### src/shared/switch_cfg_pkg.sv
// Purpose: Shared constants and types for the switch input current configuration block.
// Assumes: 22 inputs, 14 ground inputs at low indices, 8 programmable inputs above them.
// Notes:   Input index i < 14 is ground input i; index 14 + n is programmable input n.
package switch_cfg_pkg;

  localparam int unsigned NUM_INPUTS = 22;
  localparam int unsigned NUM_GROUND = 14;
  localparam int unsigned NUM_PROG   = 8;
  localparam int unsigned FRAME_BITS = 24;

  // Command codes carried in frame bits 23..16.
  localparam logic [7:0] CMD_LEVEL_PROG  = 8'h04;
  localparam logic [7:0] CMD_LEVEL_GND   = 8'h05;
  localparam logic [7:0] CMD_ANALOG      = 8'h06;
  localparam logic [7:0] CMD_TIMER_PROG  = 8'h07;
  localparam logic [7:0] CMD_TIMER_GND   = 8'h08;
  localparam logic [7:0] CMD_HIZ_PROG    = 8'h09;
  localparam logic [7:0] CMD_HIZ_GND     = 8'h0a;
  localparam logic [7:0] CMD_RESET       = 8'h7f;

  // Frame field positions.
  localparam int unsigned CMD_MSB        = 23;
  localparam int unsigned CMD_LSB        = 16;
  localparam int unsigned ANA_CUR_MSB    = 6;
  localparam int unsigned ANA_CUR_LSB    = 5;
  localparam int unsigned ANA_CH_MSB     = 4;
  localparam int unsigned ANA_CH_LSB     = 0;

  // Analog channel codes: 1..14 ground inputs, 15..22 programmable inputs.
  localparam logic [4:0] ANA_CH_NONE     = 5'h00;
  localparam logic [4:0] ANA_CH_LAST     = 5'h16;

  // Analog current select encodings.
  localparam logic [1:0] ANA_CUR_HIZ     = 2'h0;
  localparam logic [1:0] ANA_CUR_LOW     = 2'h1;
  localparam logic [1:0] ANA_CUR_HIGH    = 2'h2;

  // Reset values.
  localparam logic [21:0] LEVEL_RESET    = 22'h3fffff;
  localparam logic [21:0] TIMER_RESET    = 22'h3fffff;
  localparam logic [21:0] HIZ_RESET      = 22'h3fffff;
  localparam logic [6:0]  ANALOG_RESET   = 7'h00;

  // Wetting time base.
  localparam int unsigned CLK_HZ         = 125000000;
  localparam int unsigned WET_TIME_MS    = 20;
  localparam int unsigned WET_CYCLES     = CLK_HZ / 1000 * WET_TIME_MS;
  localparam int unsigned WET_CNT_W      = 22;

  // Contact current drive per input.
  typedef enum logic [1:0] {
    DRIVE_OFF  = 2'b00,
    DRIVE_LOW  = 2'b01,
    DRIVE_HIGH = 2'b10
  } drive_type;

endpackage

### src/rtl/switch_input_current_config.sv
// Purpose: Configuration and current control for 22 switch inputs, written over a 24-bit serial link.
// Assumes: Comparator outputs and the normal-mode level arrive from outside the clock domain.
// Notes:   Inputs 0..13 are ground inputs, 14..21 programmable inputs; analog select overrides.
`timescale 1ns/1ns
module switch_input_current_config #(
  parameter int unsigned WET_COUNT = switch_cfg_pkg::WET_CYCLES
) (
  input  wire logic                                      clk_i,
  input  wire logic                                      rst_i,
  input  wire logic                                      sclk_i,
  input  wire logic                                      cs_n_i,
  input  wire logic                                      sdi_i,
  output logic                                           sdo_o,
  input  wire logic                                      normal_mode_i,
  input  wire logic [switch_cfg_pkg::NUM_INPUTS-1:0]     comp_i,
  output switch_cfg_pkg::drive_type [switch_cfg_pkg::NUM_INPUTS-1:0] drive_o,
  output logic                                           monitor_enable_o,
  output logic [switch_cfg_pkg::NUM_INPUTS-1:0]          monitor_select_o,
  output logic [switch_cfg_pkg::NUM_INPUTS-1:0]          contact_current_level_o,
  output logic [switch_cfg_pkg::NUM_INPUTS-1:0]          wetting_timer_enable_o,
  output logic [switch_cfg_pkg::NUM_INPUTS-1:0]          input_high_impedance_o,
  output logic [6:0]                                     analog_channel_select_o
);
  import switch_cfg_pkg::*;

  typedef struct packed {
    logic [NUM_INPUTS-1:0] comp_s1;
    logic [NUM_INPUTS-1:0] comp_s2;
    logic [1:0]            mode_s;
    logic [NUM_INPUTS-1:0] level;
    logic [NUM_INPUTS-1:0] timer_en;
    logic [NUM_INPUTS-1:0] hiz;
    logic [6:0]            analog;
    logic [NUM_INPUTS-1:0] sel_mask;
    drive_type [NUM_INPUTS-1:0] drive;
  } cfg_state_type;

  cfg_state_type st_q;
  cfg_state_type st_d;

  logic                  frame_valid;
  logic [FRAME_BITS-1:0] frame;
  logic [FRAME_BITS-1:0] status_word;
  logic [NUM_INPUTS-1:0] expired;
  logic [NUM_INPUTS-1:0] closed_masked;

  // Serial link receiver; status is loaded at chip select fall.
  serial_frame_rx u_rx (
    .clk_i         (clk_i),
    .rst_i         (rst_i),
    .sclk_i        (sclk_i),
    .cs_n_i        (cs_n_i),
    .sdi_i         (sdi_i),
    .status_i      (status_word),
    .sdo_o         (sdo_o),
    .frame_valid_o (frame_valid),
    .frame_o       (frame)
  );

  // One independent timer per input, fed from the synchronised comparator.
  genvar gi;
  generate
    for (gi = 0; gi < NUM_INPUTS; gi++) begin : g_timer
      wetting_timer #(
        .WET_COUNT (WET_COUNT)
      ) u_timer (
        .clk_i     (clk_i),
        .rst_i     (rst_i),
        .comp_i    (st_q.comp_s2[gi]),
        .enable_i  (st_q.timer_en[gi]),
        .expired_o (expired[gi])
      );
    end
  endgenerate

  // Comparator state stays valid under tri-state; the analog channel reads zero.
  assign closed_masked = st_q.comp_s2 & ~st_q.sel_mask;
  assign status_word   = {2'b00, closed_masked[NUM_INPUTS-1:NUM_GROUND], closed_masked[NUM_GROUND-1:0]};

  // Register updates, analog decode and per-input drive selection.
  always_comb begin
    logic [NUM_INPUTS-1:0] mask;
    logic [1:0]            cur;
    logic                  wr;
    mask = '0;
    cur  = 2'h0;
    wr   = 1'b0;
    st_d = st_q;
    st_d.comp_s1 = comp_i;
    st_d.comp_s2 = st_q.comp_s1;
    st_d.mode_s  = {st_q.mode_s[0], normal_mode_i};
    wr = frame_valid & st_q.mode_s[1];
    if (wr) begin
      case (frame[CMD_MSB:CMD_LSB])
        CMD_LEVEL_PROG: st_d.level[NUM_INPUTS-1:NUM_GROUND] = frame[NUM_PROG-1:0];
        CMD_LEVEL_GND:  st_d.level[NUM_GROUND-1:0]          = frame[NUM_GROUND-1:0];
        CMD_TIMER_PROG: st_d.timer_en[NUM_INPUTS-1:NUM_GROUND] = frame[NUM_PROG-1:0];
        CMD_TIMER_GND:  st_d.timer_en[NUM_GROUND-1:0]          = frame[NUM_GROUND-1:0];
        CMD_HIZ_PROG:   st_d.hiz[NUM_INPUTS-1:NUM_GROUND] = frame[NUM_PROG-1:0];
        CMD_HIZ_GND:    st_d.hiz[NUM_GROUND-1:0]          = frame[NUM_GROUND-1:0];
        CMD_ANALOG:     st_d.analog = frame[ANA_CUR_MSB:ANA_CH_LSB];
        CMD_RESET: begin
          st_d.level    = LEVEL_RESET;
          st_d.timer_en = TIMER_RESET;
          st_d.hiz      = HIZ_RESET;
          st_d.analog   = ANALOG_RESET;
        end
        default: begin
        end
      endcase
    end
    // One-hot select from the channel code; codes above the last select nothing.
    for (int i = 0; i < NUM_INPUTS; i++) begin
      mask[i] = (st_q.analog[ANA_CH_MSB:ANA_CH_LSB] == 5'(i + 1));
    end
    st_d.sel_mask = mask;
    cur = st_q.analog[ANA_CUR_MSB:ANA_CUR_LSB];
    for (int i = 0; i < NUM_INPUTS; i++) begin
      if (st_q.sel_mask[i]) begin
        // Analog currents are pull-up only; the unused 11 code acts as high impedance.
        case (cur)
          ANA_CUR_LOW:  st_d.drive[i] = DRIVE_LOW;
          ANA_CUR_HIGH: st_d.drive[i] = DRIVE_HIGH;
          default:      st_d.drive[i] = DRIVE_OFF;
        endcase
      end else if (st_q.hiz[i]) begin
        st_d.drive[i] = DRIVE_OFF;
      end else if (st_q.level[i] && !(st_q.timer_en[i] && expired[i])) begin
        st_d.drive[i] = DRIVE_HIGH;
      end else begin
        st_d.drive[i] = DRIVE_LOW;
      end
    end
  end

  // State register with power-on defaults.
  always_ff @(posedge clk_i) begin
    if (rst_i) begin
      st_q          <= '0;
      st_q.level    <= LEVEL_RESET;
      st_q.timer_en <= TIMER_RESET;
      st_q.hiz      <= HIZ_RESET;
      st_q.analog   <= ANALOG_RESET;
    end else begin
      st_q <= st_d;
    end
  end

  assign drive_o                 = st_q.drive;
  assign monitor_select_o        = st_q.sel_mask;
  assign monitor_enable_o        = |st_q.sel_mask;
  assign contact_current_level_o = st_q.level;
  assign wetting_timer_enable_o  = st_q.timer_en;
  assign input_high_impedance_o  = st_q.hiz;
  assign analog_channel_select_o = st_q.analog;
endmodule

### src/rtl/serial_frame_rx.sv
// Purpose: Synchronises the serial pins and collects one 24-bit frame per chip select low period.
// Assumes: Mode 0 style link: data sampled on rising link clock, shifted out on falling edge.
// Notes:   A frame with other than 24 clocks is dropped without any flag and is not delivered.
`timescale 1ns/1ns
module serial_frame_rx (
  input  wire logic                                      clk_i,
  input  wire logic                                      rst_i,
  input  wire logic                                      sclk_i,
  input  wire logic                                      cs_n_i,
  input  wire logic                                      sdi_i,
  input  wire logic [switch_cfg_pkg::FRAME_BITS-1:0]     status_i,
  output logic                                           sdo_o,
  output logic                                           frame_valid_o,
  output logic [switch_cfg_pkg::FRAME_BITS-1:0]          frame_o
);
  import switch_cfg_pkg::*;

  typedef struct packed {
    logic [2:0]            sclk_s;
    logic [2:0]            cs_s;
    logic [1:0]            sdi_s;
    logic [FRAME_BITS-1:0] shift;
    logic [FRAME_BITS-1:0] out_sr;
    logic [4:0]            count;
    logic                  sdo;
    logic                  valid;
    logic [FRAME_BITS-1:0] frame;
  } rx_state_type;

  rx_state_type st_q;
  rx_state_type st_d;

  // Two-flop synchronisers; link clock and chip select also feed a third stage used only for edge detection.
  always_comb begin
    logic rise;
    logic fall;
    logic cs_fall;
    logic cs_rise;
    rise    = 1'b0;
    fall    = 1'b0;
    cs_fall = 1'b0;
    cs_rise = 1'b0;
    st_d = st_q;
    st_d.sclk_s = {st_q.sclk_s[1:0], sclk_i};
    st_d.cs_s   = {st_q.cs_s[1:0], cs_n_i};
    st_d.sdi_s  = {st_q.sdi_s[0], sdi_i};
    rise    = st_q.sclk_s[1] & ~st_q.sclk_s[2];
    fall    = ~st_q.sclk_s[1] & st_q.sclk_s[2];
    cs_fall = ~st_q.cs_s[1] & st_q.cs_s[2];
    cs_rise = st_q.cs_s[1] & ~st_q.cs_s[2];
    st_d.valid = 1'b0;
    if (cs_fall) begin
      st_d.count  = 5'h00;
      st_d.out_sr = status_i;
      st_d.sdo    = status_i[FRAME_BITS-1];
    end else if (!st_q.cs_s[1]) begin
      if (rise) begin
        st_d.shift = {st_q.shift[FRAME_BITS-2:0], st_q.sdi_s[1]};
        if (st_q.count != 5'h1f) begin
          st_d.count = st_q.count + 5'h01;
        end
      end
      if (fall) begin
        st_d.out_sr = {st_q.out_sr[FRAME_BITS-2:0], 1'b0};
        st_d.sdo    = st_q.out_sr[FRAME_BITS-2];
      end
    end else if (cs_rise && st_q.count == 5'(FRAME_BITS)) begin
      st_d.valid = 1'b1;
      st_d.frame = st_q.shift;
    end
  end

  // State register.
  always_ff @(posedge clk_i) begin
    if (rst_i) begin
      st_q <= '0;
      st_q.sclk_s <= 3'h0;
      st_q.cs_s   <= 3'h7;
    end else begin
      st_q <= st_d;
    end
  end

  assign sdo_o         = st_q.sdo;
  assign frame_valid_o = st_q.valid;
  assign frame_o       = st_q.frame;
endmodule

### src/rtl/wetting_timer.sv
// Purpose: One 20 ms wetting timer for a single switch input.
// Assumes: Comparator level is already synchronised to clk_i.
// Notes:   Expired stays high until the comparator changes again or timing is disabled.
`timescale 1ns/1ns
module wetting_timer #(
  parameter int unsigned WET_COUNT = switch_cfg_pkg::WET_CYCLES
) (
  input  wire logic clk_i,
  input  wire logic rst_i,
  input  wire logic comp_i,
  input  wire logic enable_i,
  output logic      expired_o
);
  import switch_cfg_pkg::*;

  typedef struct packed {
    logic                 comp;
    logic [WET_CNT_W-1:0] count;
    logic                 expired;
  } timer_state_type;

  timer_state_type st_q;
  timer_state_type st_d;

  // Restart on every comparator change; count while enabled.
  always_comb begin
    st_d = st_q;
    st_d.comp = comp_i;
    if (comp_i != st_q.comp || !enable_i) begin
      st_d.count   = '0;
      st_d.expired = 1'b0;
    end else if (!st_q.expired) begin
      if (st_q.count == WET_CNT_W'(WET_COUNT - 1)) begin
        st_d.expired = 1'b1;
      end else begin
        st_d.count = st_q.count + 1'b1;
      end
    end
  end

  // State register.
  always_ff @(posedge clk_i) begin
    if (rst_i) begin
      st_q <= '0;
    end else begin
      st_q <= st_d;
    end
  end

  assign expired_o = st_q.expired;
endmodule

### config.mk
export PLATFORM = sky130hd
export DESIGN_NAME = switch_input_current_config
export DESIGN_NICKNAME = d
export VERILOG_FILES = /design/src/shared/switch_cfg_pkg.sv /design/src/rtl/switch_input_current_config.sv /design/src/rtl/serial_frame_rx.sv /design/src/rtl/wetting_timer.sv
export SDC_FILE = /design/constraint.sdc
export NUM_CORES = 2
export LEC_CHECK = 0
export BUFFER_PORTS_ARGS = -buffer_cell sky130_fd_sc_hd__clkbuf_2
export CAP_MARGIN = 10
export CORE_UTILIZATION = 30
export CTS_CLUSTER_SIZE = 20
export DETAILED_ROUTE_END_ITERATION = 8
export PLACE_DENSITY = 0.55
export SLEW_MARGIN = 15
export SYNTH_ARGS = -nofsm -noshare
export SYNTH_HDL_FRONTEND = slang
export SYNTH_HIERARCHICAL = 1
export SYNTH_SLANG_ARGS = --single-unit
### constraint.sdc
create_clock -name clk_i -period 3.6 [get_ports clk_i]
set_input_delay 0.72 -clock clk_i [delete_from_list [all_inputs] [get_ports clk_i]]
set_output_delay 0.72 -clock clk_i [all_outputs]
set_load 0.01 [all_outputs]
==> results <==
- The post-CTS clock slew at the launch and capture registers of the worst setup and hold paths is ~60 ps.
- The CTS tree is built.
- Setup repair after global routing left no endpoint under its margin.
- The path class of the tightest hold or removal check is input pin to register.
- The number of buffers between clock root and the deepest sink is 3.
- The worst setup path is launched from a register.
- The number of clock buffers inserted by TritonCTS is 90.
- The time the final worst path needs with I/O delays and setup is 3240 ps.
- The final wirelength is 102 mm.
- Across the VDD grid, the largest voltage drop is 329 uV.
- The total count of max-transition violations in the final report is 0.
- The filler cell count is roughly 13,000.
- The number of antenna violations at the first check in global routing is 5.
- In this run the most critical hold path is launched from comp_i[0].
- For this run the aggregate overflow at the end of global routing stands at 0.
- The area of the placeable core is 126,000 sq um.
- The critical path is of the register to output pin type.
- The end point of the worst hold path is st_d[141].
- The standby leakage power is 14.5 nW.
- The number of gates resized after cts is 0.
- Setup violations remaining at the end of the flow were counted as 0.
- The worst clock skew on the final layout is between 30 and 40 ps.
- The area of the multi-input gates is between 15,000 and 20,000 sq um.
- For the worst setup path, the data required time is 2880 ps.
- Before CTS, the worst setup slack after placement is slightly below 800 ps.
- In the finished design, the share of the clock period the worst path needs comes to between 80 and 90%.
- The die covers roughly 130,000 sq um.
- In this run, placement finished with an instance count of roughly 5,800.
- Port buffering added 168 buffers.
- The first global-routing pass estimated roughly 160 mm of wire.
- The half-perimeter wire length of the detailed placement result is 74.0 mm.
- The total number of yosys warnings is 6.
- The total iterations of the first detailed-routing run is 5.
- The area occupied by registers is 16,000 sq um.
- The share of layout cells above drive strength 1 is 12.0%.
- Setup slack on the critical path of the routed design comes to 363 ps.
- The total chip power is 19.1 mW.
- The total global-route track usage is 15.4%.
- Synthesis produced a netlist whose cell count is 4,301.
- STA classifies the critical path endpoint as an output pin.
- The critical path data arrival time is 2520 ps.
- The final standard cell utilization of the core is 33.6%.
- The tightest slew margin relative to the limit is 25.6%.
- Along the worst path, the maximum fanout reaches 6.
- The floorplan has 130 rows.
- The area growth from synthesis to layout is 10.9%.
- The buffer cell driving the clock tree root is clkbuf_16.
- The H-tree was split into 3 levels.
- The clock sink count is 797.
- The detail route stage leaves a number of antenna-violating nets equal to 0.
- The insertion delay of the later-clocked pin in the worst-skew pair is 660 ps.
- The slew at the pin closest to its max-slew limit is between 1000 and 1500 ps.
- After the last flow step, the layout net total stands at 4,306.
- The average vias per placed instance is 5.11.
- At the end of routability-driven placement, the weighted congestion stood at 0.846.
- The total standard cell area after synthesis is 38,200 sq um.
- For the worst flop-to-flop path, the logic depth is 6.
- In this run the register-to-register setup slack is approximately 1200 ps.
- The number of DRC markers after the initial detailed-route iteration is 1,741.
- In this run the horizontal extent of the chip is roughly 360 um.
- Once layout is complete, the cells apart from fillers number 5,972.
- The total I/O pin count is approximately 170.
- The hold violation total from the final report is 0.
- The largest net degree at the start of global routing is 73.
- A synthesized cell averages 8.89 sq um.
- The number of global-route vias before repair came to 28,600.
- The number of setup buffers added after CTS is 0.
- The number of remaining DRC errors is 0.
- In this run the critical register-to-register path is launched from g_timer[13].u_timer/st_q[1].
- For this configuration, the core starts out at a cell density of 30.3%.
- The die is 359 um tall.
- The fmax is 0.309 GHz.
- The number of cells traversed by the worst hold path is 2.
- The endpoint of the lowest-slack register-to-register path is g_timer[13].u_timer/st_q[22].
- The routed via count is 30,500.
- The power per unit of standard cell area is around 450 nW/um^2.
- The max-capacitance violation count is 0.
- The average wire per standard cell is between 15 and 20 um.
- The run finished with clean final reports.
- After clock tree synthesis, the flow added hold-fix buffers numbering 0.
- The final sum of negative setup slack is 0 ps.
==> cells in the final DEF, fill, tap and decap left out, types with 43 or more instances in the layout <==
cell and n:
a211oi_1 46, a21o_1 85, a21oi_1 309, and4_1 43, clkbuf_16 90, clkbuf_2 167, dfxtp_1 797, inv_1 116
mux2i_1 100, nand2_1 418, nand2b_1 95, nand3_1 197, nand4_1 71, nor2_1 430, nor2b_1 119, nor3_1 69
nor4_1 47, o31ai_1 126, or4_1 152, xnor2_1 151
==> how the worst max path moves through the flow <==
stage | startpoint | to | slack [ps]
floorplan | g_timer[9].u_timer/st_q[10] | g_timer[9].u_timer/st_q[22] | 1520
global placement | rst_i | input_high_impedance_o[4] | 800
detailed placement | rst_i | contact_current_level_o[15] | 770
CTS | monitor_select_o[17] | monitor_enable_o | 300
global route | monitor_select_o[17] | monitor_enable_o | 260
finish | monitor_select_o[17] | monitor_enable_o | 360
==> routing by layer <==
| layer | global-route usage (%) | wire (um) |
|---|---|---|
| met2 | 23.2 | 43300 |
| met1 | 21.0 | 49000 |
| met3 | 3.52 | 5840 |
| met4 | 6.58 | 3890 |
| met5 | 0 | 13 |
==> sequential cells by signal, indices dropped and copies added, names as in the netlist <==
signal                     count
analog_channel_select_o        7
contact_current_level_o       22
drive_o                       44
g_timer.u_timer/expired_o     22
g_timer.u_timer/st_q         506
input_high_impedance_o        22
monitor_select_o              22
st_d                          23
st_q                          23
u_rx/frame_o                  22
u_rx/frame_valid_o             1
u_rx/sdo_o                     1
u_rx/st_d                      5
u_rx/st_q                     55
wetting_timer_enable_o        22
==> metrics by stage <==
| stage | area (sq um) | hold WS, ps |
|---|---|---|
| 3_5_place_dp | 39400 | 423 |
| 4_1_cts | 42400 | 237 |
| 2_1_floorplan | 38300 | 389 |
| 6_report | 42400 | 283 |
| 3_3_place_gp | 39400 | 418 |
| 5_1_grt | 42400 | 276 |
==> critical path: stages, from the launching register on <==
cell and delay (ps):
dfxtp_1 390, nor4_1 450, nand4_1 210, or4_1 600, clkbuf_2 200
==> area by class of cell <==
cell class / instances / share of cell area (%)
multi-input combinational: 3036 / 46.4
sequential: 797 / 37.6
clock buffer: 126 / 6.20
tap: 1650 / 4.87
timing repair buffer: 211 / 2.86
inverter: 117 / 1.04
clock inverter: 34 / 0.991
antenna: 1 / 0.00590
==> power breakdown <==
part | internal, mW | switching, mW | leakage, nW
logic | 0.232 | 0.377 | 6.56
clock network | 5.60 | 3.83 | 1.49
registers | 8.93 | 0.162 | 6.45
Note: power is estimated with default switching activity, not from simulation.
